$ cat config.mk
export PLATFORM = sky130hd
export DESIGN_NAME = subset_instruction_gate
export DESIGN_NICKNAME = d
export VERILOG_FILES = /design/src/inc/subset_gate_pkg.sv /design/src/logic/flag_unit.sv /design/src/logic/subset_instruction_gate.sv
export SDC_FILE = /design/constraint.sdc
export NUM_CORES = 1
export LEC_CHECK = 0
export BUFFER_PORTS_ARGS = -buffer_cell sky130_fd_sc_hd__buf_2
export CORE_MARGIN = 1
export CORE_UTILIZATION = 42
export CTS_BUF_LIST = sky130_fd_sc_hd__clkbuf_4 sky130_fd_sc_hd__clkbuf_8 sky130_fd_sc_hd__clkbuf_16
export CTS_CLUSTER_DIAMETER = 30
export DETAILED_ROUTE_END_ITERATION = 8
export GPL_ROUTABILITY_DRIVEN = 0
export HOLD_SLACK_MARGIN = 0.15
export MAX_ROUTING_LAYER = met4
export PLACE_DENSITY = 0.78
export SYNTH_ARGS = -nofsm -noshare
export SYNTH_HDL_FRONTEND = slang
export SYNTH_SLANG_ARGS = --single-unit
$ cat constraint.sdc
create_clock -name i_sys_clk -period 5.33 [get_ports i_sys_clk]
set_clock_uncertainty 0.1 [all_clocks]
set_input_delay 0.533 -clock i_sys_clk [delete_from_list [all_inputs] [get_ports i_sys_clk]]
set_output_delay 0.533 -clock i_sys_clk [all_outputs]
set_load 0.1 [all_outputs]
$ cat src/inc/subset_gate_pkg.sv
// Contract
// RQ1 - long borrow-subtract: dif minus src minus carry
// RQ2 - zero tests set flags only, no store
// RQ3 - reserved float test leaves flags unpredictable
// RQ4 - each float type whole: D24 F22 G24 H32
// RQ5 - omitted float group gives reserved-instruction fault
// RQ6 - 10 char, 17 decimal string ops omittable singly
// RQ7 - omitted string op gives emulation exception
// RQ8 - both char moves always kernel, never omitted
// RQ9 - no compat mode: return into it faults
// RQ10 - register subgroups all or none
// RQ11 - timer subgroup omittable, irq enable bit kept
// RQ12 - clock, console, perf-monitor subgroups omittable
// RQ13 - 175 kernel ops always decode, 129 omittable
// RQ14 - kernel sizes byte to quad, no octa
// RQ15 - kernel class counts per category
// RQ16 - only string ops get emulation assist
// RQ17 - build parameters select present features
package subset_gate_pkg;
   // decode classification
   typedef enum logic [2:0] {
      CLS_KERNEL = 3'b000,     // executes normally
      CLS_FLOAT_OFF = 3'b001,  // omitted float group
      CLS_STRING_OFF = 3'b010, // omitted string op
      CLS_COMPAT_OFF = 3'b011, // return into missing compat mode
      CLS_PREG_OFF = 3'b100    // access to missing register
   } op_class_t;

   // float group indices into the enable vector
   localparam int FG_D = 0;
   localparam int FG_F = 1;
   localparam int FG_G = 2;
   localparam int FG_H = 3;
   localparam int FG_NONE = 4;
   localparam int STR_COUNT = 27;              // 10 char + 17 decimal
   localparam logic [4:0] STR_NONE = 5'h1f;    // not a string op

   // one-byte opcodes of interest
   localparam logic [7:0] OP_BORROW_SUB = 8'hd9;    // subtract_borrow_long
   localparam logic [7:0] OP_TEST_BYTE = 8'h95;
   localparam logic [7:0] OP_TEST_WORD = 8'hb5;
   localparam logic [7:0] OP_TEST_LONG = 8'hd5;
   localparam logic [7:0] OP_TEST_F = 8'h53;
   localparam logic [7:0] OP_TEST_D = 8'h73;
   localparam logic [7:0] OP_TEST_GH_EXT = 8'h53;   // with ext prefix: g
   localparam logic [7:0] OP_TEST_H_EXT = 8'h73;    // with ext prefix: h
   localparam logic [7:0] OP_CHAR_MOVE3 = 8'h28;    // kernel, never omitted
   localparam logic [7:0] OP_CHAR_MOVE5 = 8'h2c;
   localparam logic [7:0] OP_EXC_RETURN = 8'h02;
   localparam logic [7:0] OP_PREG_WRITE = 8'hda;
   localparam logic [7:0] OP_PREG_READ = 8'hdb;

   // processor register numbers
   localparam logic [7:0] PR_INTERVAL_CTRL = 8'h18;
   localparam logic [7:0] PR_NEXT_INTERVAL = 8'h19;
   localparam logic [7:0] PR_INTERVAL_COUNT = 8'h1a;
   localparam logic [7:0] PR_TIME_OF_YEAR = 8'h1b;
   localparam logic [7:0] PR_CON_RX_STATUS = 8'h20;
   localparam logic [7:0] PR_CON_TX_BUFFER = 8'h23;
   localparam logic [7:0] PR_PERF_ENABLE = 8'h3d;
   localparam int TIMER_IRQ_EN_BIT = 6;            // irq enable in control reg
   localparam logic TIMER_IRQ_EN_RESET = 1'b0;
endpackage

$ cat src/logic/flag_unit.sv
`timescale 1ns/10ps
// borrow-subtract and zero-test arithmetic, purely combinational
module flag_unit
   import subset_gate_pkg::*;
(
   input wire logic [7:0] i_opcode,   // primary opcode byte
   input wire logic i_ext,            // extended-opcode prefix seen
   input wire logic [31:0] i_src,     // source / subtrahend
   input wire logic [31:0] i_dif,     // difference operand
   input wire logic i_carry,          // current carry flag
   output logic [31:0] o_result,      // borrow-subtract result
   output logic [3:0] o_nzvc,         // new flags
   output logic o_is_sub,             // opcode is borrow-subtract
   output logic o_is_test,            // opcode is a zero test
   output logic o_unpred              // reserved float operand tested
);
   logic [32:0] diff; // 33 bits to catch the borrow
   logic [14:0] exp_f; // float exponent field, per format

   always_comb begin
      diff = {1'b0, i_dif} - {1'b0, i_src} - {32'h0, i_carry}; // RQ1
      o_result = diff[31:0]; // RQ1
      o_is_sub = !i_ext && (i_opcode == OP_BORROW_SUB);
      o_is_test = 1'b0;
      o_unpred = 1'b0;
      o_nzvc = 4'h0;
      exp_f = 15'h0;
      if (o_is_sub) begin
         // signed overflow when operand signs differ and result flips
         o_nzvc = {diff[31], diff[31:0] == 32'h0,
                   (i_dif[31] != i_src[31]) && (diff[31] != i_dif[31]),
                   diff[32]};
      end else if (!i_ext) begin
         unique case (i_opcode)
            OP_TEST_BYTE: begin
               o_is_test = 1'b1; // RQ2
               o_nzvc = {i_src[7], i_src[7:0] == 8'h0, 2'b00}; // RQ14
            end
            OP_TEST_WORD: begin
               o_is_test = 1'b1; // RQ2
               o_nzvc = {i_src[15], i_src[15:0] == 16'h0, 2'b00}; // RQ14
            end
            OP_TEST_LONG: begin
               o_is_test = 1'b1; // RQ2
               o_nzvc = {i_src[31], i_src == 32'h0, 2'b00}; // RQ14
            end
            OP_TEST_F, OP_TEST_D: begin
               // f and d share the 8-bit exponent layout
               o_is_test = 1'b1; // RQ2
               exp_f = {7'h0, i_src[14:7]};
            end
            default: o_is_test = 1'b0;
         endcase
      end else begin
         unique case (i_opcode)
            OP_TEST_GH_EXT: begin
               o_is_test = 1'b1; // RQ2
               exp_f = {4'h0, i_src[14:4]};
            end
            OP_TEST_H_EXT: begin
               o_is_test = 1'b1; // RQ2
               exp_f = i_src[14:0];
            end
            default: o_is_test = 1'b0;
         endcase
      end
      if (o_is_test && (i_ext || i_opcode == OP_TEST_F || i_opcode == OP_TEST_D)) begin
         // zero exponent means zero, unless sign set: reserved operand
         o_nzvc = {i_src[15] && exp_f != 15'h0, exp_f == 15'h0, 2'b00};
         o_unpred = i_src[15] && exp_f == 15'h0; // RQ3
      end
   end
endmodule

$ cat src/logic/subset_instruction_gate.sv
`timescale 1ns/10ps
// decode-stage gate: sorts each opcode into kernel or omitted feature,
// raises the matching fault, and runs the borrow-subtract and tests
module subset_instruction_gate
   import subset_gate_pkg::*;
#(
   parameter logic [3:0] P_FLOAT_EN = 4'hf,            // d,f,g,h present
   parameter logic [STR_COUNT-1:0] P_STRING_EN = '1,   // per string op
   parameter logic P_HAS_COMPAT = 1'b1,                // compat mode built
   parameter logic P_HAS_TIMER = 1'b1,                 // interval timer set
   parameter logic P_HAS_TOY = 1'b1,                   // time-of-year clock
   parameter logic P_HAS_CONSOLE = 1'b1,               // console quartet
   parameter logic P_HAS_PERF = 1'b1                   // perf monitor enable
)(
   input wire logic i_sys_clk,          // processor clock
   input wire logic i_sys_rst,          // sync reset, active high
   input wire logic i_valid,            // opcode presented this cycle
   input wire logic i_ext,              // extended-opcode prefix seen
   input wire logic [7:0] i_opcode,     // opcode byte after any prefix
   input wire logic [31:0] i_src,       // first source operand
   input wire logic [31:0] i_dif,       // difference operand
   input wire logic i_carry,            // current carry flag
   input wire logic i_ret_to_compat,    // return would enter compat mode
   input wire logic [7:0] i_preg_num,   // register number for moves
   output logic o_done,                 // one-cycle answer strobe
   output op_class_t o_class,           // classification
   output logic o_dispatch,             // execute normally
   output logic o_rsvd_instr_fault,     // reserved-instruction fault
   output logic o_emul_exc,             // subset-emulation exception
   output logic [4:0] o_emul_index,     // which string op to emulate
   output logic o_rsvd_oper_fault,      // reserved-operand fault
   output logic [31:0] o_result,        // value to store
   output logic o_result_we,            // store o_result to destination
   output logic [3:0] o_nzvc,           // new condition flags
   output logic o_cc_we,                // update flags
   output logic o_cc_unpred,            // flags are not defined
   output logic o_timer_irq_enable      // kernel timer irq enable bit
);
   // string opcodes in enable-vector order: 10 char then 17 decimal
   localparam logic [7:0] STR_OPS [STR_COUNT] = '{
      8'h29, 8'h2d, 8'h0b, 8'h3a, 8'h39, 8'h2e, 8'h2f, 8'h2a, 8'h3b, 8'h2b,
      8'h20, 8'h21, 8'hf8, 8'h35, 8'h37, 8'hf9, 8'h36, 8'h24, 8'h26, 8'h08,
      8'h09, 8'h27, 8'h38, 8'h34, 8'h25, 8'h22, 8'h23};

   logic [STR_COUNT-1:0] str_hit; // one-hot string match
   logic [4:0] str_idx;           // encoded string index
   int float_grp;                 // float group or none
   logic [31:0] alu_result;       // borrow-subtract result
   logic [3:0] alu_nzvc;          // arithmetic flags
   logic alu_is_sub;              // borrow-subtract opcode
   logic alu_is_test;             // zero-test opcode
   logic alu_unpred;              // reserved float operand
   logic preg_ok;                 // addressed register exists
   logic is_preg_op;              // move to/from processor register
   op_class_t next_class;         // classification this cycle

   // two-byte opcodes (prefix folded into ext) carry the g and h groups;
   // the ranges below are the whole group, so no single member can be lost
   // float group of an opcode; each type decodes whole or not at all
   function automatic int float_group(input logic ext, input logic [7:0] op);
      int g;
      g = FG_NONE;
      if (!ext) begin
         if (op >= 8'h40 && op <= 8'h55)
            g = FG_F; // RQ4
         else if (op == 8'h56 || (op >= 8'h60 && op <= 8'h76))
            g = FG_D; // RQ4
      end else begin
         if ((op >= 8'h40 && op <= 8'h55) || op == 8'h99 || op == 8'h33)
            g = FG_G; // RQ4
         else if (op == 8'h56 || (op >= 8'h60 && op <= 8'h76) || op == 8'h98
                  || op == 8'hf6 || op == 8'h32 || op == 8'hf7
                  || (op >= 8'h7c && op <= 8'h7f))
            g = FG_H; // RQ4
      end
      return g;
   endfunction

   // a flat compare array keeps the string match to one gate level per entry
   // compare against every string opcode at once
   generate
      for (genvar k = 0; k < STR_COUNT; k++) begin : g_str
         assign str_hit[k] = !i_ext && (i_opcode == STR_OPS[k]); // RQ6
      end
   endgenerate

   // encode the one-hot match; char moves are absent from the table
   always_comb begin
      str_idx = STR_NONE; // RQ8
      for (int k = 0; k < STR_COUNT; k++) begin
         if (str_hit[k])
            str_idx = 5'(k);
      end
   end

   // subgroup presence is one parameter per subgroup, so a build cannot
   // include half of one; unlisted numbers fall through as present
   // register presence: subgroups are all-or-none by construction
   always_comb begin
      unique case (i_preg_num)
         PR_INTERVAL_CTRL: preg_ok = 1'b1; // RQ11
         PR_NEXT_INTERVAL, PR_INTERVAL_COUNT: preg_ok = P_HAS_TIMER; // RQ10
         PR_TIME_OF_YEAR: preg_ok = P_HAS_TOY; // RQ12
         PR_PERF_ENABLE: preg_ok = P_HAS_PERF; // RQ12
         default: begin
            // console block spans four consecutive numbers
            if (i_preg_num >= PR_CON_RX_STATUS && i_preg_num <= PR_CON_TX_BUFFER)
               preg_ok = P_HAS_CONSOLE; // RQ12
            else
               preg_ok = 1'b1;
         end
      endcase
   end

   // shared arithmetic for the two computed opcode families
   flag_unit u_flag_unit (
      .i_opcode(i_opcode),
      .i_ext(i_ext),
      .i_src(i_src),
      .i_dif(i_dif),
      .i_carry(i_carry),
      .o_result(alu_result),
      .o_nzvc(alu_nzvc),
      .o_is_sub(alu_is_sub),
      .o_is_test(alu_is_test),
      .o_unpred(alu_unpred)
   );

   // priority follows the fault order: a float fault masks any string match,
   // though no opcode sits in two groups today; the order only matters if the
   // opcode tables are ever extended
   // classification; anything not omitted is kernel and dispatches
   always_comb begin
      float_grp = float_group(i_ext, i_opcode);
      is_preg_op = !i_ext && (i_opcode == OP_PREG_WRITE || i_opcode == OP_PREG_READ);
      next_class = CLS_KERNEL; // RQ13 RQ15
      if (float_grp != FG_NONE && !P_FLOAT_EN[float_grp[1:0]]) // RQ17
         next_class = CLS_FLOAT_OFF; // RQ5
      else if (str_idx != STR_NONE && !P_STRING_EN[str_idx])
         next_class = CLS_STRING_OFF; // RQ7
      else if (!i_ext && i_opcode == OP_EXC_RETURN && i_ret_to_compat && !P_HAS_COMPAT)
         next_class = CLS_COMPAT_OFF; // RQ9
      else if (is_preg_op && !preg_ok)
         next_class = CLS_PREG_OFF; // RQ10
   end

   // answer strobe and class, one cycle after the request
   always_ff @(posedge i_sys_clk) begin
      if (i_sys_rst) begin
         o_done <= 1'b0;
         o_class <= CLS_KERNEL;
      end else begin
         o_done <= i_valid;
         o_class <= i_valid ? next_class : CLS_KERNEL;
      end
   end

   // exactly one outcome pulse per answer, so fetch never sees a fault and
   // a dispatch together
   // fault and exception pulses; only string ops carry an index
   always_ff @(posedge i_sys_clk) begin
      if (i_sys_rst) begin
         o_dispatch <= 1'b0;
         o_rsvd_instr_fault <= 1'b0;
         o_emul_exc <= 1'b0;
         o_emul_index <= STR_NONE;
         o_rsvd_oper_fault <= 1'b0;
      end else begin
         o_dispatch <= i_valid && next_class == CLS_KERNEL; // RQ13
         o_rsvd_instr_fault <= i_valid && next_class == CLS_FLOAT_OFF; // RQ5
         // float and compat are left wholly to software, no assist
         o_emul_exc <= i_valid && next_class == CLS_STRING_OFF; // RQ16
         o_emul_index <= (i_valid && next_class == CLS_STRING_OFF) ? str_idx : STR_NONE;
         o_rsvd_oper_fault <= i_valid && (next_class == CLS_COMPAT_OFF
                                          || next_class == CLS_PREG_OFF); // RQ9
      end
   end

   // o_result and o_nzvc hold between writes; consumers qualify with the strobes
   // result and flag writeback for borrow-subtract, tests, interval-control register read
   always_ff @(posedge i_sys_clk) begin
      if (i_sys_rst) begin
         o_result <= 32'h0;
         o_result_we <= 1'b0;
         o_nzvc <= 4'h0;
         o_cc_we <= 1'b0;
         o_cc_unpred <= 1'b0;
      end else begin
         o_result_we <= 1'b0;
         o_cc_we <= 1'b0;
         o_cc_unpred <= 1'b0;
         if (i_valid && next_class == CLS_KERNEL) begin
            if (alu_is_sub) begin
               o_result <= alu_result; // RQ1
               o_result_we <= 1'b1; // RQ1
               o_nzvc <= alu_nzvc;
               o_cc_we <= 1'b1;
            end else if (alu_is_test) begin
               // tests never store, only flags move
               o_nzvc <= alu_nzvc; // RQ2
               o_cc_we <= 1'b1; // RQ2
               o_cc_unpred <= alu_unpred; // RQ3
            end else if (!i_ext && i_opcode == OP_PREG_READ
                         && i_preg_num == PR_INTERVAL_CTRL) begin
               // only the kernel enable bit is visible when timer absent
               o_result <= 32'(o_timer_irq_enable) << TIMER_IRQ_EN_BIT;
               o_result_we <= 1'b1;
            end
         end
      end
   end

   // only the enable bit is kept here; the counting registers live with
   // the timer itself and vanish as a group when it is left out
   // timer irq enable exists on every build, with or without the timer
   always_ff @(posedge i_sys_clk) begin
      if (i_sys_rst)
         o_timer_irq_enable <= TIMER_IRQ_EN_RESET;
      else if (i_valid && !i_ext && i_opcode == OP_PREG_WRITE
               && i_preg_num == PR_INTERVAL_CTRL)
         o_timer_irq_enable <= i_src[TIMER_IRQ_EN_BIT]; // RQ11
   end
endmodule

# After elaboration in Yosys (flattened, before gate mapping)
# Memory sizes are Yosys's and may differ from the RTL's.
# Index checks and enable logic that the tools add are counted.
[totals]
reg_bits = 53
latchBits = 0
ram_bits = 0
romBits = 32
out_inout_bits = 53
word_cells = 217
n_memories = 1
[memory_table]
columns = ["name", "depth", "word_bits", "rd", "rd_clocked_by_memory_dff", "write_ports", "line", "text"]
rows = [
  ["(no name shown)", 32, 1, 1, 0, 0, "subset_instruction_gate.sv:139", "else if (str_idx != STR_NONE && !P_STRING_EN[str_idx])"],
]
[op_classes]
add_sub_neg = 2
n_mul = 0
div = 0
order_cmp = 8
n_eq_ne = 52
shift = 0
muxes = 59
bitwise_logic = 5
reduce_logical = 77
[op_table]
columns = ["cell", "count"]
rows = [
  ["== test 8 x 6 -> 1 bit (second input constant)", 24],
  ["two-way mux 5 bit", 27],
  ["two-way mux 32 bit", 4],
  ["== test 8 bit (second input constant)", 12],
  ["zero test 32 bit", 2],
  ["logical AND 1 bit", 46],
  ["subtractor 32 x 32 -> 33 bit", 1],
  ["subtractor 33 x 1 -> 33 bit", 1],
  ["!= test 32 x 4 -> 1 bit (second input constant)", 1],
  ["two-way mux 15 bit", 2],
  ["case mux 15 bit (2 select lines)", 1],
  ["== test 8 x 4 -> 1 bit (second input constant)", 3],
  ["== test 8 x 7 -> 1 bit (second input constant)", 3],
  [">= comparator 8 x 7 -> 1 bit (second input constant)", 3],
  ["<= comparator 8 x 7 -> 1 bit (second input constant)", 3],
  ["two-way mux 4 bit", 5],
  ["zero test 16 bit", 1],
  ["zero test 15 bit", 1],
  ["nonzero test 15 bit", 1],
  ["two-way mux 3 bit", 4],
  ["case mux 4 bit (3 select lines)", 1],
  ["logical OR 1 bit", 11],
  ["two-way mux 1 bit", 11],
  ["OR reduction 5 bit", 2],
  ["other kinds (20)", 33],
]

# Logic depth before layout (Yosys ltp)
# Gate-level depths: netlist (run 1).
[logic_depth]
ltp_word = 39
depth_mapped = 16
ltp_nobuf = 16

# By module
# A second synthesis (run 1) with hierarchy kept.
[unflattened]
cells_unflattened = 540
hier_area_um2 = 4296.6
[modules_own_cells]
columns = ["module", "instances", "cells_per_inst", "area_each_um2", "seq_area_each_um2"]
rows = [
  ["flag_unit", 1, 414, 2783.9, 0.0],
  ["subset_instruction_gate", 1, 126, 1512.7, 820.8],
]

# Worst setup path before layout (run 1)
# Ideal clock, no wire load.
[synth_path]
path_kind = "input-to-reg"
startpoint = "input i_dif[0]"
endpoint = "register o_nzvc[2]"
setup_time_ns = 0.087
arrival_time_ns = 3.737
required_time_ns = 5.143
path_slack_ns = 1.406
path_stages = 16
n_path_buf = 0
cell_sequence = "inv_1 fa_1 inv_1 ha_1 or2_1 fa_1 nor3b_1 o21ai_1 a31oi_1 o31a_1 o21ai_1 a21oi_1 xnor2_1 nor4_1 o2111ai_1 o31ai_1"
[synth_between]
elab_chain_len = 7
[synth_lines]
columns = ["item", "line", "text"]
rows = [
  ["start, declared", "subset_instruction_gate.sv:21", "input wire logic [31:0] i_dif,"],
  ["subtractor 32 x 32 -> 33 bit (*)", "flag_unit.sv:21", "diff = {1'b0, i_dif} - {1'b0, i_src} - {32'h0, i_carry};"],
  ["subtractor 33 x 1 -> 33 bit (*)", "flag_unit.sv:21", ""],
  ["zero test 32 bit (*)", "flag_unit.sv:30", "o_nzvc = {diff[31], diff[31:0] == 32'h0,"],
  ["two-way mux 4 bit (*)", "flag_unit.sv:28", "if (o_is_sub) begin"],
  ["two-way mux 4 bit (*)", "flag_unit.sv:67", "if (o_is_test && (i_ext || i_opcode == OP_TEST_F || i_opcode == OP_TEST_D)) begin"],
  ["two-way mux 4 bit", "subset_instruction_gate.sv:198", "end else if (alu_is_test) begin"],
  ["two-way mux 4 bit (*)", "subset_instruction_gate.sv:193", "if (alu_is_sub) begin"],
  ["end signal, assigned", "subset_instruction_gate.sv:196", "o_nzvc <= alu_nzvc;"],
  ["end signal, assigned", "subset_instruction_gate.sv:200", "o_nzvc <= alu_nzvc;"],
  ["end, declared", "subset_instruction_gate.sv:34", "output logic [3:0] o_nzvc,"],
]
# Mark *: on every way between the ends. The rest lies on a longest branch, timed or not. The select of a mux whose other input is x is not followed.
# A chain may end at the register's enable or synchronous reset.

# Worst setup path in the final report (run 1)
[layout_path]
startpoint = "input i_src[0]"
endpoint = "register o_nzvc[2]"
[layout_between]
elab_chain_len = 7
[layout_lines]
columns = ["item", "line", "text"]
rows = [
  ["start, declared", "subset_instruction_gate.sv:20", "input wire logic [31:0] i_src,"],
  ["subtractor 32 x 32 -> 33 bit, or another cell as far along", "flag_unit.sv:21", ""],
  ["subtractor 33 x 1 -> 33 bit, or another cell as far along", "flag_unit.sv:21", ""],
  ["zero test 32 bit, or another cell as far along", "flag_unit.sv:30", ""],
  ["two-way mux 4 bit / zero test 15 bit (equally long branches)", "flag_unit.sv:28, flag_unit.sv:69", ""],
  ["two-way mux 4 bit (*)", "flag_unit.sv:67", ""],
  ["two-way mux 4 bit", "subset_instruction_gate.sv:198", ""],
  ["two-way mux 4 bit (*)", "subset_instruction_gate.sv:193", ""],
]
# Marked as above.

==> results.md, run 1 <==
Outcome:
- The run finished with clean final reports.

Power:
- The leakage power figure is 2.65 nW.
- The fraction of power consumed by the clock network is 20.1%.
- The combinational share of power is 52.0%.
- The reported net switching power is 0.484 mW.
- The cell-internal power is 0.618 mW.
- Across the VDD grid, the largest voltage drop is 0.103 mV.
- Dividing total power by cell area gives a power density of 213 mW/mm^2.
- The share of total power consumed by net switching is 43.9%.
- Per report_power, the sequential group accounts for 27.9% of the total.

Logic synthesis:
- The proportion of synthesized chip area in sequential cells is 18.7%.
- The post-synthesis instance area is 0.00439 mm^2.
- Of all flip-flops after synthesis, the portion carrying an async set or reset was 0%.
- The synthesis warning total is 0.
- The count of flip-flops with a built-in enable after synthesis is 0.
- Synthesis instantiated 71 different standard cells from the library.
- In the synthesized netlist, the number of instances is 589.
- The post-synthesis area per instance is 7.46 um^2.
- The synthesized design contains 41 register bits.
- In the synthesized netlist the dominant register cell turns out to be dfxtp_1.

Cells and area:
- The final layout net count is 855.
- The non-filler instance count after layout is 839.
- The final cell utilization of the core is 52.1%.
- The area of all sequential standard cells is 821 um^2.
- The area of the multi-input gates is 0.00307 mm^2.
- After filler insertion, the fill cell instance count of the layout stands at 971.
- The fraction of final layout cells sized beyond drive strength 1 is 21.7%.
- The area overhead of the layout relative to synthesis is 18.1%.
- 0 antenna diodes ended up in the layout.

Clock tree:
- The number of CTS-inserted buffers is 5.
- The clock sink count is 41.
- CTS placed an instance of clkbuf_8 at the clock tree root.
- The later pin in the worst-skew pair is clocked with a latency of 0.30 ns.
- The number of setup buffers added after CTS is 0.
- The maximum count of clock buffers along a single path is 2.
- The number of hold buffers added after cts is 0.
- The number of gates resized after CTS was 0.
- The H-tree was split into 2 levels.
- TritonCTS built the clock tree.
- Clock-pin slew was measured on the worst setup and hold paths at 0.09 ns.

Placement:
- The total placed cells including tap cells is 831.
- Detailed placement finished with a half-perimeter wire length of 9800 um.
- In this run the tool buffered the top-level ports with 126 buffer cells.

GRT:
- The total congestion overflow after global routing is 0.
- The wire length of the first global-routing pass is 19600 um.
- The initial antenna violation count is 0.
- The global-route usage over all layers is 22.3%.
- The via count of the first global-routing pass is 4288.
- The pin count of the biggest net entering global routing is 40.

Drt:
- After the first detailed-routing iteration, the DRC count stood at 219.
- The wire length per cell is 14.3 um.
- Wires add up to 12000 um.
- The number of iterations in the first detailed-routing pass is 4.
- The remaining antenna violation count after routing is 0.
- For this block, the via count after detailed routing is 4523.
- The per-cell via count in the routed design is 5.39.
- After detailed routing, the number of remaining DRC violations is 0.

Worst setup path:
- The slack of the worst reg-to-reg path is 3.46 ns.
- The endpoint of the worst-slack reg-to-reg timing path is o_nzvc[2]$_SDFFE_PP0P_.
- Counting cells, the worst reg-to-reg path comes to 6.
- Along the worst path, the maximum fanout reaches 3.
- The critical path starts at i_src[0].
- STA puts the critical path data required time at 5.46 ns.
- The element type at the critical path end is a flip-flop.
- The worst register-to-register path begins at o_nzvc[2]$_SDFFE_PP0P_.
- The critical path launch point type is an input pin.
- For the worst setup path, the data arrival time is 4.47 ns.
- The worst setup path endpoint is o_nzvc[2]$_SDFFE_PP0P_.
- The worst setup path is of the input pin to flip-flop kind.

STA:
- The number of max-slew violations in the final report is 0.
- The number of failing hold endpoints at the final stage is 0.
- Setup repair after global routing left no endpoint under its margin.
- The final setup TNS is 0 ns.
- The remaining max-slew budget at the tightest pin is 41.7%.
- The highest clock rate is 230 MHz.
- Counting I/O delays and the setup requirement, the final critical path takes 4.34 ns.
- Setup violations remaining at the end of the flow were counted as 0.
- At the pin with the least slew margin, the transition time is 0.866 ns.
- Dividing the final minimum period by the clock period gives 81.5%.

Floorplan:
- The floorplan has 36 rows.
- The effective utilization at floorplan is 44.1%.
- The floorplan step defined a core boundary enclosing 0.00995 mm^2.
- For this design the top-level I/O count stands at 139.
- The floorplan step set the die height to 104 um.
- The die footprint is 0.0109 mm^2.
- The floorplan step set the die width to 104 um.

Run:
- Across the run, the number of max-cap violations was 0.

Min path:
- The type of the tightest min-delay check is flip-flop to flip-flop.
## layout make-up
cell class                 count  area share, %
multi-input combinational    425           59.2
sequential                    41           15.8
timing repair buffer         128           12.4
inverter                     104           7.53
tap                          133           3.21
clock buffer                   5           1.33
clock inverter                 3          0.482
## worst min-delay path by stage
stage          slack (ns)  cells past startpoint                        end                 startpoint
5_1_grt              0.38                      2  o_result[21]$_SDFFE_PP0P_  o_result[21]$_SDFFE_PP0P_
4_1_cts              0.36                      2  o_result[21]$_SDFFE_PP0P_  o_result[21]$_SDFFE_PP0P_
6_report             0.37                      2  o_result[21]$_SDFFE_PP0P_  o_result[21]$_SDFFE_PP0P_
2_1_floorplan        0.53                      1          o_done$_SDFF_PP0_                  i_sys_rst
3_3_place_gp         0.34                      2  o_result[21]$_SDFFE_PP0P_  o_result[21]$_SDFFE_PP0P_
3_5_place_dp         0.35                      2  o_result[21]$_SDFFE_PP0P_  o_result[21]$_SDFFE_PP0P_
## per-stage QoR
stage               hold WS (ns)  power [mW]  instance area [um^2]  setup WS, ns
floorplan                  0.528       0.750                  4430          1.41
global placement           0.339       0.866                  5090         0.908
detailed placement         0.353       0.875                  5090         0.738
CTS                        0.365        1.10                  5190          1.04
global route               0.381        1.18                  5190         0.647
finish                     0.368        1.10                  5190         0.986
## power by group through the flow
stage                     sequential [mW]  clock, mW  combinational, mW
after floorplan                     0.320          0              0.430
after global placement              0.314          0              0.551
after detailed placement            0.314          0              0.561
after CTS                           0.307      0.223              0.565
after global routing                0.307      0.238              0.632
final                               0.307      0.221              0.574
## cell families after synthesis
logic type	synth area share (%)
AO/OA/AOI/OAI	25.8
AND/OR/NAND/NOR	17.8
buffers and inverters	12.3
adder cells (fa/ha/maj)	18.6
flip-flops	18.7
XOR/XNOR	5.75
multiplexers	0.968
other	0.171
## metal layers
metal / up-vias / wire, um / global-route usage [%]
met5: - / 0 / -
met4: 0 / 293 / 7.14
met3: 20 / 872 / 2.82
met2: 198 / 5450 / 36.5
met1: 2050 / 5340 / 28.5
li1: 2255 / - / -
## placed cells by master, fill, tap and decap left out, types with 3 or more instances in the layout
master and count:
inv_1 104, dfxtp_1 41, nand4_1 4, o21a_1 4, ha_1 62, o21bai_1 3, nor2b_1 5, a21o_1 16
nand3_1 10, buf_2 126, xnor2_1 22, a22oi_1 22, nand4b_1 3, nand2_1 30, a21oi_1 44, and2_1 4
a31oi_1 6, and3_1 8, o31ai_1 4, o211ai_1 5, o21ai_0 22, xor2_1 5, conb_1 11, nor2_1 58
clkbuf_8 5, nor4_1 12, nor3_1 9, o21ai_1 4
## critical path, cell delays in order
cell	delay, ns
buf_2	0.12
fa_1	0.57
inv_1	0.05
ha_1	0.18
or2_1	0.29
fa_1	0.44
nor3b_1	0.27
o21ai_1	0.16
a31oi_1	0.29
o31a_1	0.24
o21ai_1	0.15
xnor2_1	0.26
nand3b_1	0.11
nor4_1	0.42
o2111ai_1	0.18
o31ai_1	0.20
## registers in the layout, summed over array words and instances, names as in the netlist
name,flops
o_done,1
o_cc_we,1
o_result_we,1
o_result,32
o_nzvc,4
o_cc_unpred,1
o_timer_irq_enable,1
## synthesized netlist by cell type (3+ instances only)
cell	count	share of area [%]
o21bai_1	3	0.51
a21oi_1	45	5.1
a31oi_1	6	0.85
inv_1	104	8.9
and3_1	8	1.1
nand2_1	30	2.6
nor2_1	58	5.0
and2_1	4	0.57
nor2b_1	5	0.71
o31ai_1	4	0.68
o211ai_1	5	0.85
nand4_1	4	0.57
a22oi_1	22	3.8
xnor2_1	22	4.4
o21ai_1	4	0.46
nor4_1	12	1.7
o21ai_0	22	2.5
clkbuf_1	16	1.4
nand4b_1	3	0.60
nand3_1	10	1.1
a21o_1	16	2.7
dfxtp_1	41	19
ha_1	62	18
o21a_1	4	0.68
xor2_1	5	1.0
nor3_1	9	1.0
buf_4	12	2.1
(Power assumes the default switching activity.)
==> inputs of run 2 (changes only) <==
==> constraint.sdc (replaced) <==
create_clock -name i_sys_clk -period 4.2 [get_ports i_sys_clk]
set_clock_uncertainty 0.1 [all_clocks]
set_input_delay 0.42 -clock i_sys_clk [delete_from_list [all_inputs] [get_ports i_sys_clk]]
set_output_delay 0.42 -clock i_sys_clk [all_outputs]
set_load 0.1 [all_outputs]
==> run 2 against run 1 <==
  * Combinational power increased by 32%
  * Critical path type unchanged
  * First-iteration DRC count down 2.3%
  * Clock-buffer cell count unchanged
  * Design area rose by 1.2%
  * Sequential power grew 27%
==> results.md, run 2 (same netlist as run 1, synthesis figures left out) <==
Worst setup path:
- The element type at the critical path end is a flip-flop.
- The critical path is of the input pin to flip-flop type.
- In this run the worst path has a maximum fanout of 3.
- The startpoint identified for the worst register-to-register timing path is o_nzvc[2]$_SDFFE_PP0P_.
- Across all register-to-register paths, the minimum setup slack is 2.46 ns.
- The endpoint of the worst-slack reg-to-reg timing path is o_nzvc[2]$_SDFFE_PP0P_.
- The data arrival time at the worst-slack endpoint is 4.05 ns.
- The cell count of the worst reg-to-reg path is 6.
- The critical path starts at i_src[0].
- The critical path data required time is 4.32 ns.
- The critical path launch point type is an input pin.

STA:
- The number of setup violations in the final report is 0.
- The number of failing hold endpoints at the final stage is 0.
- For the pin with the worst max-slew slack, the measured transition is 0.841 ns.
- Adding up every negative setup slack in the final design gives 0 ns.
- The number of max-slew violations in the final report is 0.
- The worst hold slack after final layout is 0.336 ns.
- Setup repair after global routing left no endpoint under its margin.
- The highest clock rate is 255 MHz.
- After layout, the worst path uses 93.5% of the clock period.
- The post-layout minimum cycle time is 3.93 ns.
- The remaining max-slew budget at the tightest pin is 43.4%.
- In the post-route analysis, the smallest setup slack over all paths is 0.271 ns.

Min path:
- The start point of the worst hold path is i_valid.
- In this run the worst hold path is classified as input pin to flip-flop.
- The worst hold endpoint is o_done$_SDFF_PP0_.
- The depth of the worst hold-timing path is 2.

Power:
- Dividing total power by cell area gives a power density of 271 mW/mm^2.
- For this design the static power due to leakage is 2.68 nW.
- The total design power is 1.42 mW.
- VDD sags by at most 0.167 mV.

GRT:
- The initial antenna violation count is 0.
- The global-route usage over all layers is 22.4%.
- The wire length of the first global-routing pass is 19600 um.
- Entering global routing, the biggest net connects 40 pins.
- The via count of the first global-routing pass is 4364.
- The total congestion overflow after global routing is 0.

Clock tree:
- The maximum count of clock buffers along a single path is 2.
- The number of setup buffers added after CTS is 0.
- For this design, the CTS-stage hold fixing added 0 buffers.
- The tree is rooted in a clkbuf_8.
- The clock input transition at the sequential cells of the worst setup and hold paths is 0.09 ns.
- TritonCTS built the clock tree.
- The post-cts gate resize count is 0.
- The clock sink count is 41.
- TritonCTS created 5 clock buffers.
- The H-tree depth is 2.
- For the worst-skew pair, the clock arrives at the later sink with an insertion delay of 0.29 ns.

Cells and area:
- The non-filler instance count after layout is 845.
- o_result holds more flip-flops than any other register.
- For this run, the share of the core covered by cells in the final layout is 52.7%.
- The filler cells instantiated in the layout total 943.
- Summing all non-filler instances in the final layout gives an area of 0.00525 mm^2.
- Leaving out fill and tap cells, the most frequent cell in the layout is buf_2.
- The repair_antennas step left the layout with diodes totalling 0.
- The number of flip-flops in the largest register is 32.
- The multi-input combinational cells in the finished layout cover a total of 0.00309 mm^2.
- In the layout the commonest cells are 126 x buf_2, 104 x inv_1, 62 x ha_1.
- At the end of the flow, the number of nets in the layout was 861.
- The largest registers in the layout are o_result: 32 flops, o_nzvc: 4 flops.
- The area of all sequential standard cells is 821 um^2.
- From synthesis to final layout, the design area changed by 19.4%.
- Of the cells placed in the final design, the portion with a size suffix greater than 1 is 22.8%.

Drt:
- The per-cell via count in the routed design is 5.43.
- After the first detailed-routing iteration, the DRC count stood at 214.
- Once detail routing completed, the nets flagged for antenna violations numbered 0.
- Summed over all layers, the routed wires come to 12100 um.
- The DRC violations left is 0.
- The total number of vias is 4589.
- The wire length per cell is 14.3 um.
- The first detailed-routing pass ran for 5 iterations.

Floorplan:
- The region available for standard cell placement spans 0.00995 mm^2.
- In this run the vertical extent of the chip is 104 um.
- The effective utilization at floorplan is 44.1%.
- In this run the horizontal extent of the chip is 104 um.
- The die footprint is 0.0109 mm^2.
- Pin placement for this block handled 139 I/O pins.
- The number of rows in the core area is 36.

Placement:
- The post-placement worst setup slack is -0.0770 ns.
- Input and output buffers added on the ports amount to 126.
- The total placed cells including tap cells is 837.
- The area after detailed placement is 0.00514 mm^2.
- The post-DP HPWL is 9870 um.

Run:
- The number of maximum-capacitance constraint violations is 0.

Outcome:
- The flow ran to the end, and the final reports show no timing, DRC or antenna violations.
[run 2: changes by cell type in the layout (fill, tap and decap cells not counted), sizes merged]
cell    delta
buf        +6
clkinv     +1
inv        -1
[run 2: how the worst max path moves through the flow]
stage	cells past startpoint	slack, ns	to
final	16	0.27	o_nzvc[2]$_SDFFE_PP0P_
after global routing	16	0.04	o_nzvc[2]$_SDFFE_PP0P_
after CTS	16	0.18	o_nzvc[2]$_SDFFE_PP0P_
after detailed placement	16	-0.08	o_nzvc[2]$_SDFFE_PP0P_
after global placement	16	0.01	o_nzvc[2]$_SDFFE_PP0P_
after floorplan	16	0.39	o_nzvc[2]$_SDFFE_PP0P_
[run 2: critical path: stages]
cell and delay [ns]:
buf_2 0.12, fa_1 0.55, inv_1 0.05, ha_1 0.17
or2_1 0.26, fa_1 0.40, nor3b_2 0.22, o21ai_1 0.13
a31oi_2 0.23, o31a_1 0.22, o21ai_1 0.17, xnor2_1 0.27
nand3b_1 0.11, nor4_1 0.36, o2111ai_1 0.17, o31ai_1 0.20
[run 2: layer usage]
metal	wire length (um)	track usage, %	up-vias	part of all wire [%]
li1	-	-	2260	-
met1	5430	28.6	2092	45
met2	5570	36.3	211	46
met3	792	2.94	26	6.6
met4	287	7.35	0	2.4
met5	0	-	-	0
[run 2: final cells by class]
cell class              instances  area share, %
clock inverters                 3          0.477
multi-input cells             425           58.8
well taps                     133           3.17
clock buffers                   5           1.31
inverters                     104           7.44
flip-flops and latches         41           15.6
repair buffers                134           13.2
[run 2: power by group]
part / total (mW) / switching (mW) / internal [mW] / leakage, nW
Combinational: 0.755 / 0.465 / 0.290 / 2.31
Sequential: 0.390 / 0.000471 / 0.389 / 0.330
Clock: 0.278 / 0.158 / 0.120 / 0.0447
==> inputs of run 3 (changes only) <==
--- a/config.mk
+++ b/config.mk
@@ -17,4 +17,5 @@
 export PLACE_DENSITY = 0.78
 export SYNTH_ARGS = -nofsm -noshare
 export SYNTH_HDL_FRONTEND = slang
+export SYNTH_HIERARCHICAL = 1
 export SYNTH_SLANG_ARGS = --single-unit
==> run 3 against run 2 <==
  * Sequential cell count unchanged
  * Worst hold slack worse by 0.017 ns
  * Synthesized cell count decreased by 8.3%
  * Combinational power fell by 9.8%
  * Design area is 3.7% lower
  * Maximum frequency down 0.12%
  * Non-clock buffer count down 6
  * First-iteration DRC count shrank 18%
  * Sequential power is essentially flat
  * Sequential share of layout area is 0.60 points higher
  * Worst setup slack worse by 0.0048 ns
  * Highest routed layer unchanged
  * Largest power group unchanged
==> results.md, run 3 <==
Outcome:
- The flow ran to the end, and the final reports show no timing, DRC or antenna violations.

STA:
- Setup violations remaining at the end of the flow were counted as 0.
- For this run, the top clock speed supported by timing is 254 MHz.
- The worst path uses 93.7% of the clock period.
- The number of failing hold endpoints at the final stage is 0.
- The worst pin sits at a relative slew slack of 38.3%.
- The final setup TNS is 0 ns.
- The number of max-slew violations in the final report is 0.
- Setup repair after global routing left no endpoint under its margin.
- The slew at the pin closest to its max-slew limit is 0.916 ns.
- The post-layout minimum cycle time is 3.93 ns.

Floorplan:
- The floorplan step defined a die boundary enclosing 0.0106 mm^2.
- The floorplan has 36 rows.
- The core region area is 0.00986 mm^2.
- The count of pins on the block boundary is 139.
- From bottom edge to top edge, the die measures 103 um.
- The die is 103 um wide.
- The effective utilization at floorplan is 43.6%.

Worst setup path:
- Along the worst path, the maximum fanout reaches 4.
- The total buffers and inverters traversed by the critical path is 3.
- The delay of the slowest cell on the worst path is 0.59 ns.
- In this run the register-to-register setup slack is 3.35 ns.
- The worst setup path is launched from an input pin.
- The gate family responsible for the most delay along the worst path is compound AO/OA/AOI/OAI gates.
- The reg-to-reg startpoint is o_timer_irq_enable$_SDFFE_PP0P_.
- STA classifies the critical path endpoint as a flip-flop.
- The cell with the largest stage delay on the worst path is a2111oi_0.
- Walking the worst path, the cells encountered are buf_2 > inv_1 > fa_1 > inv_1 > ha_1 > o211a_1 > a2111oi_0 > o211ai_1 > a21oi_2 > xnor2_1 > or4_1 > nor4_2 > nand4b_1 > o41ai_2 > mux2i_1 > nor2_1.
- The data arrival time at the worst-slack endpoint is 4.08 ns.
- The classification of the worst setup path is input pin to flip-flop.
- Counting stages on the worst path, the most repeated cell is inv_1.
- The startpoint of the worst setup timing path is i_src[0].
- Data on the critical path is required at its endpoint by 4.34 ns.

Logic synthesis:
- Of the synthesized area, sequential elements account for 19.1%.
- The average instance in the mapped netlist occupies 7.96 um^2.
- The commonest cells after synthesis are 102 x inv_1, 62 x ha_1, 41 x dfxtp_1.
- The largest area contributor in the netlist is dfxtp_1.
- For this run, the leading register cell type out of synthesis is dfxtp_1.
- The count of cell types in the netlist is 70.
- The share of synthesized area in the top cell type comes to 19.1%.
- The number of instances in the synthesized netlist is 540.
- In this run, synthesis inferred 0 flip-flops with an integrated enable.
- The share of async-settable or async-resettable flops after synthesis is 0%.
- The mapped netlist covers 0.00430 mm^2.
- Ranked by total cell area, the synthesized netlist is headed by dfxtp_1 19%, ha_1 18%, inv_1 8.9%.
- The number of synthesized register bits is 41.
- The synthesis warning total is 6.
- inv_1 is the most common cell in the netlist.

GRT:
- The via count of the first global-routing pass is 3945.
- The wire length of the first global-routing pass is 17700 um.
- The pin count of the biggest net entering global routing is 32.
- Across every metal layer, demand over resource in global routing totals 21.6%.
- Summed over all layers, the global routing overflow is 0.
- The initial antenna violation count is 0.

Clock tree:
- The longest clock path from root to sink contains 2 buffers.
- After clock tree synthesis, the clock-pin slew on the worst setup and hold paths is 0.09 ns.
- The clock latency on the worst-skew pair is 0.30 ns.
- The post-CTS setup buffer count is 0.
- The H-tree depth is 2.
- The clock sink count is 41.
- The CTS tree is done.
- In this run, post-CTS hold repair placed 0 buffers.
- Gates resized during post-CTS repair numbered 0.
- The clock tree root buffer cell is clkbuf_8.
- The number of CTS-inserted buffers is 5.

Power:
- Per report_power, the sequential group accounts for 29.0% of the total.
- The analysis attributes to cell leakage a power of 2.62 nW.
- The analysis attributes to net switching a power of 0.584 mW.
- The fraction of power consumed by the clock network is 20.1%.
- VDD sags by at most 0.141 mV.
- Power spread over the standard cell area amounts to 265 mW/mm^2.
- Net switching is 43.5% of the power.
- The internal power of the cells totals 0.757 mW.
- The combinational share of power is 50.8%.

Cells and area:
- The largest registers in the layout are o_result: 32 flops, o_nzvc: 4 flops.
- The final layout net count is 810.
- Leaving out fill and tap cells, the most frequent cell in the layout is buf_2.
- The non-filler instance count after layout is 794.
- The number of flip-flops in the largest register is 32.
- The fraction of final layout cells sized beyond drive strength 1 is 23.8%.
- Counting the fill cells in the layout gives 939.
- More flip-flops sit in one register than any other, and that register is o_result.
- Relative to the synthesized area, the layout overhead comes to 17.6%.
- The top cell types in the final layout, fill and taps aside, are 126 x buf_2, 102 x inv_1, 62 x ha_1.
- The repair_antennas step left the layout with diodes totalling 0.

Drt:
- The remaining antenna violation count after routing is 0.
- The initial DRC count is 176.
- Dividing the detail-routed wire length by the instance count gives 14.1 um.
- The routed wire length is 11200 um.
- The first detailed-routing pass ran for 5 iterations.
- The per-cell via count in the routed design is 5.32.
- The routed layout has 4226 vias.
- After detailed routing, the number of remaining DRC violations is 0.

Placement:
- Input and output buffers added on the ports amount to 126.
- After detailed placement, the design holds a cell count of 786.
- The post-DP HPWL is 9220 um.

Run:
- The tool flagged a number of max-cap violations equal to 0.

Min path:
- The min-delay analysis places its worst path in the category input pin to flip-flop.
- The worst hold path begins at i_src[6].
[run 3: cell count changes after synthesis, sizes merged, moves of 7 or more]
cell	delta
nor2	-32
a22o	+31
a22oi	-22
clkbuf	-14
a21o	-10
buf	+10
o21ai	-10
a211oi	+7
a21oi	-7
[run 3: worst reg2reg max path: stages, from the launching register on]
cell and delay [ns]:
dfxtp_1 0.35, a21bo_2 0.22, a21oi_1 0.11
[run 3: stage by stage]
stage	total power, mW	setup slack, ns	util [%]	hold slack [ns]	instance area (um^2)
after floorplan	0.917	0.641	-	0.472	4330
after global placement	1.05	0.131	50.4	0.358	4970
after detailed placement	1.06	0.0549	50.4	0.352	4970
after CTS	1.34	0.371	51.2	0.310	5050
after global routing	1.44	0.0530	51.2	0.319	5050
final	1.34	0.266	51.2	0.319	5050
[run 3: cells by family after synthesis]
group | count (synthesis) | share of synthesized area [%]
flops | 41 | 19.1
fa+ha+maj | 64 | 19.0
simple gates | 129 | 16.8
mux | 7 | 1.63
compound gates | 142 | 24.4
other cells | 2 | 0.175
xor+xnor | 29 | 5.91
buf+inv | 126 | 13.0
[run 3: layer usage]
layer | up-vias | routed length [um] | global-route usage (%)
met5 | - | 0 | -
met4 | 0 | 251 | 7.48
met1 | 1921 | 5030 | 26.5
met3 | 17 | 625 | 2.10
li1 | 2127 | - | -
met2 | 161 | 5250 | 37.1
[run 3: area by class of cell]
class                           instances  area [um^2]  share of cell area, %
Multi-Input combinational cell        382         2950                   58.4
Sequential cell                        41          821                   16.2
Timing Repair Buffer                  128          646                   12.8
Inverter                              102          383                   7.58
Tap cell                              133          166                   3.29
Clock buffer                            5         68.8                   1.36
Clock inverter                          3         17.5                  0.347
[run 3: power by group through the flow]
| stage | logic, mW | registers (mW) | clock network, mW |
|---|---|---|---|
| global route | 0.754 | 0.390 | 0.294 |
| global placement | 0.655 | 0.399 | 0 |
| floorplan | 0.512 | 0.405 | 0 |
| finish | 0.681 | 0.390 | 0.270 |
| detailed placement | 0.666 | 0.399 | 0 |
| CTS | 0.671 | 0.390 | 0.283 |
[run 3: worst paths after layout]
path / cells past startpoint / to
setup / recovery: 16 / o_nzvc[2]$_SDFFE_PP0P_
hold reg to reg: 1 / o_result[27]$_SDFFE_PP0P_
setup reg to reg: 2 / o_timer_irq_enable$_SDFFE_PP0P_
hold / removal: 3 / o_timer_irq_enable$_SDFFE_PP0P_
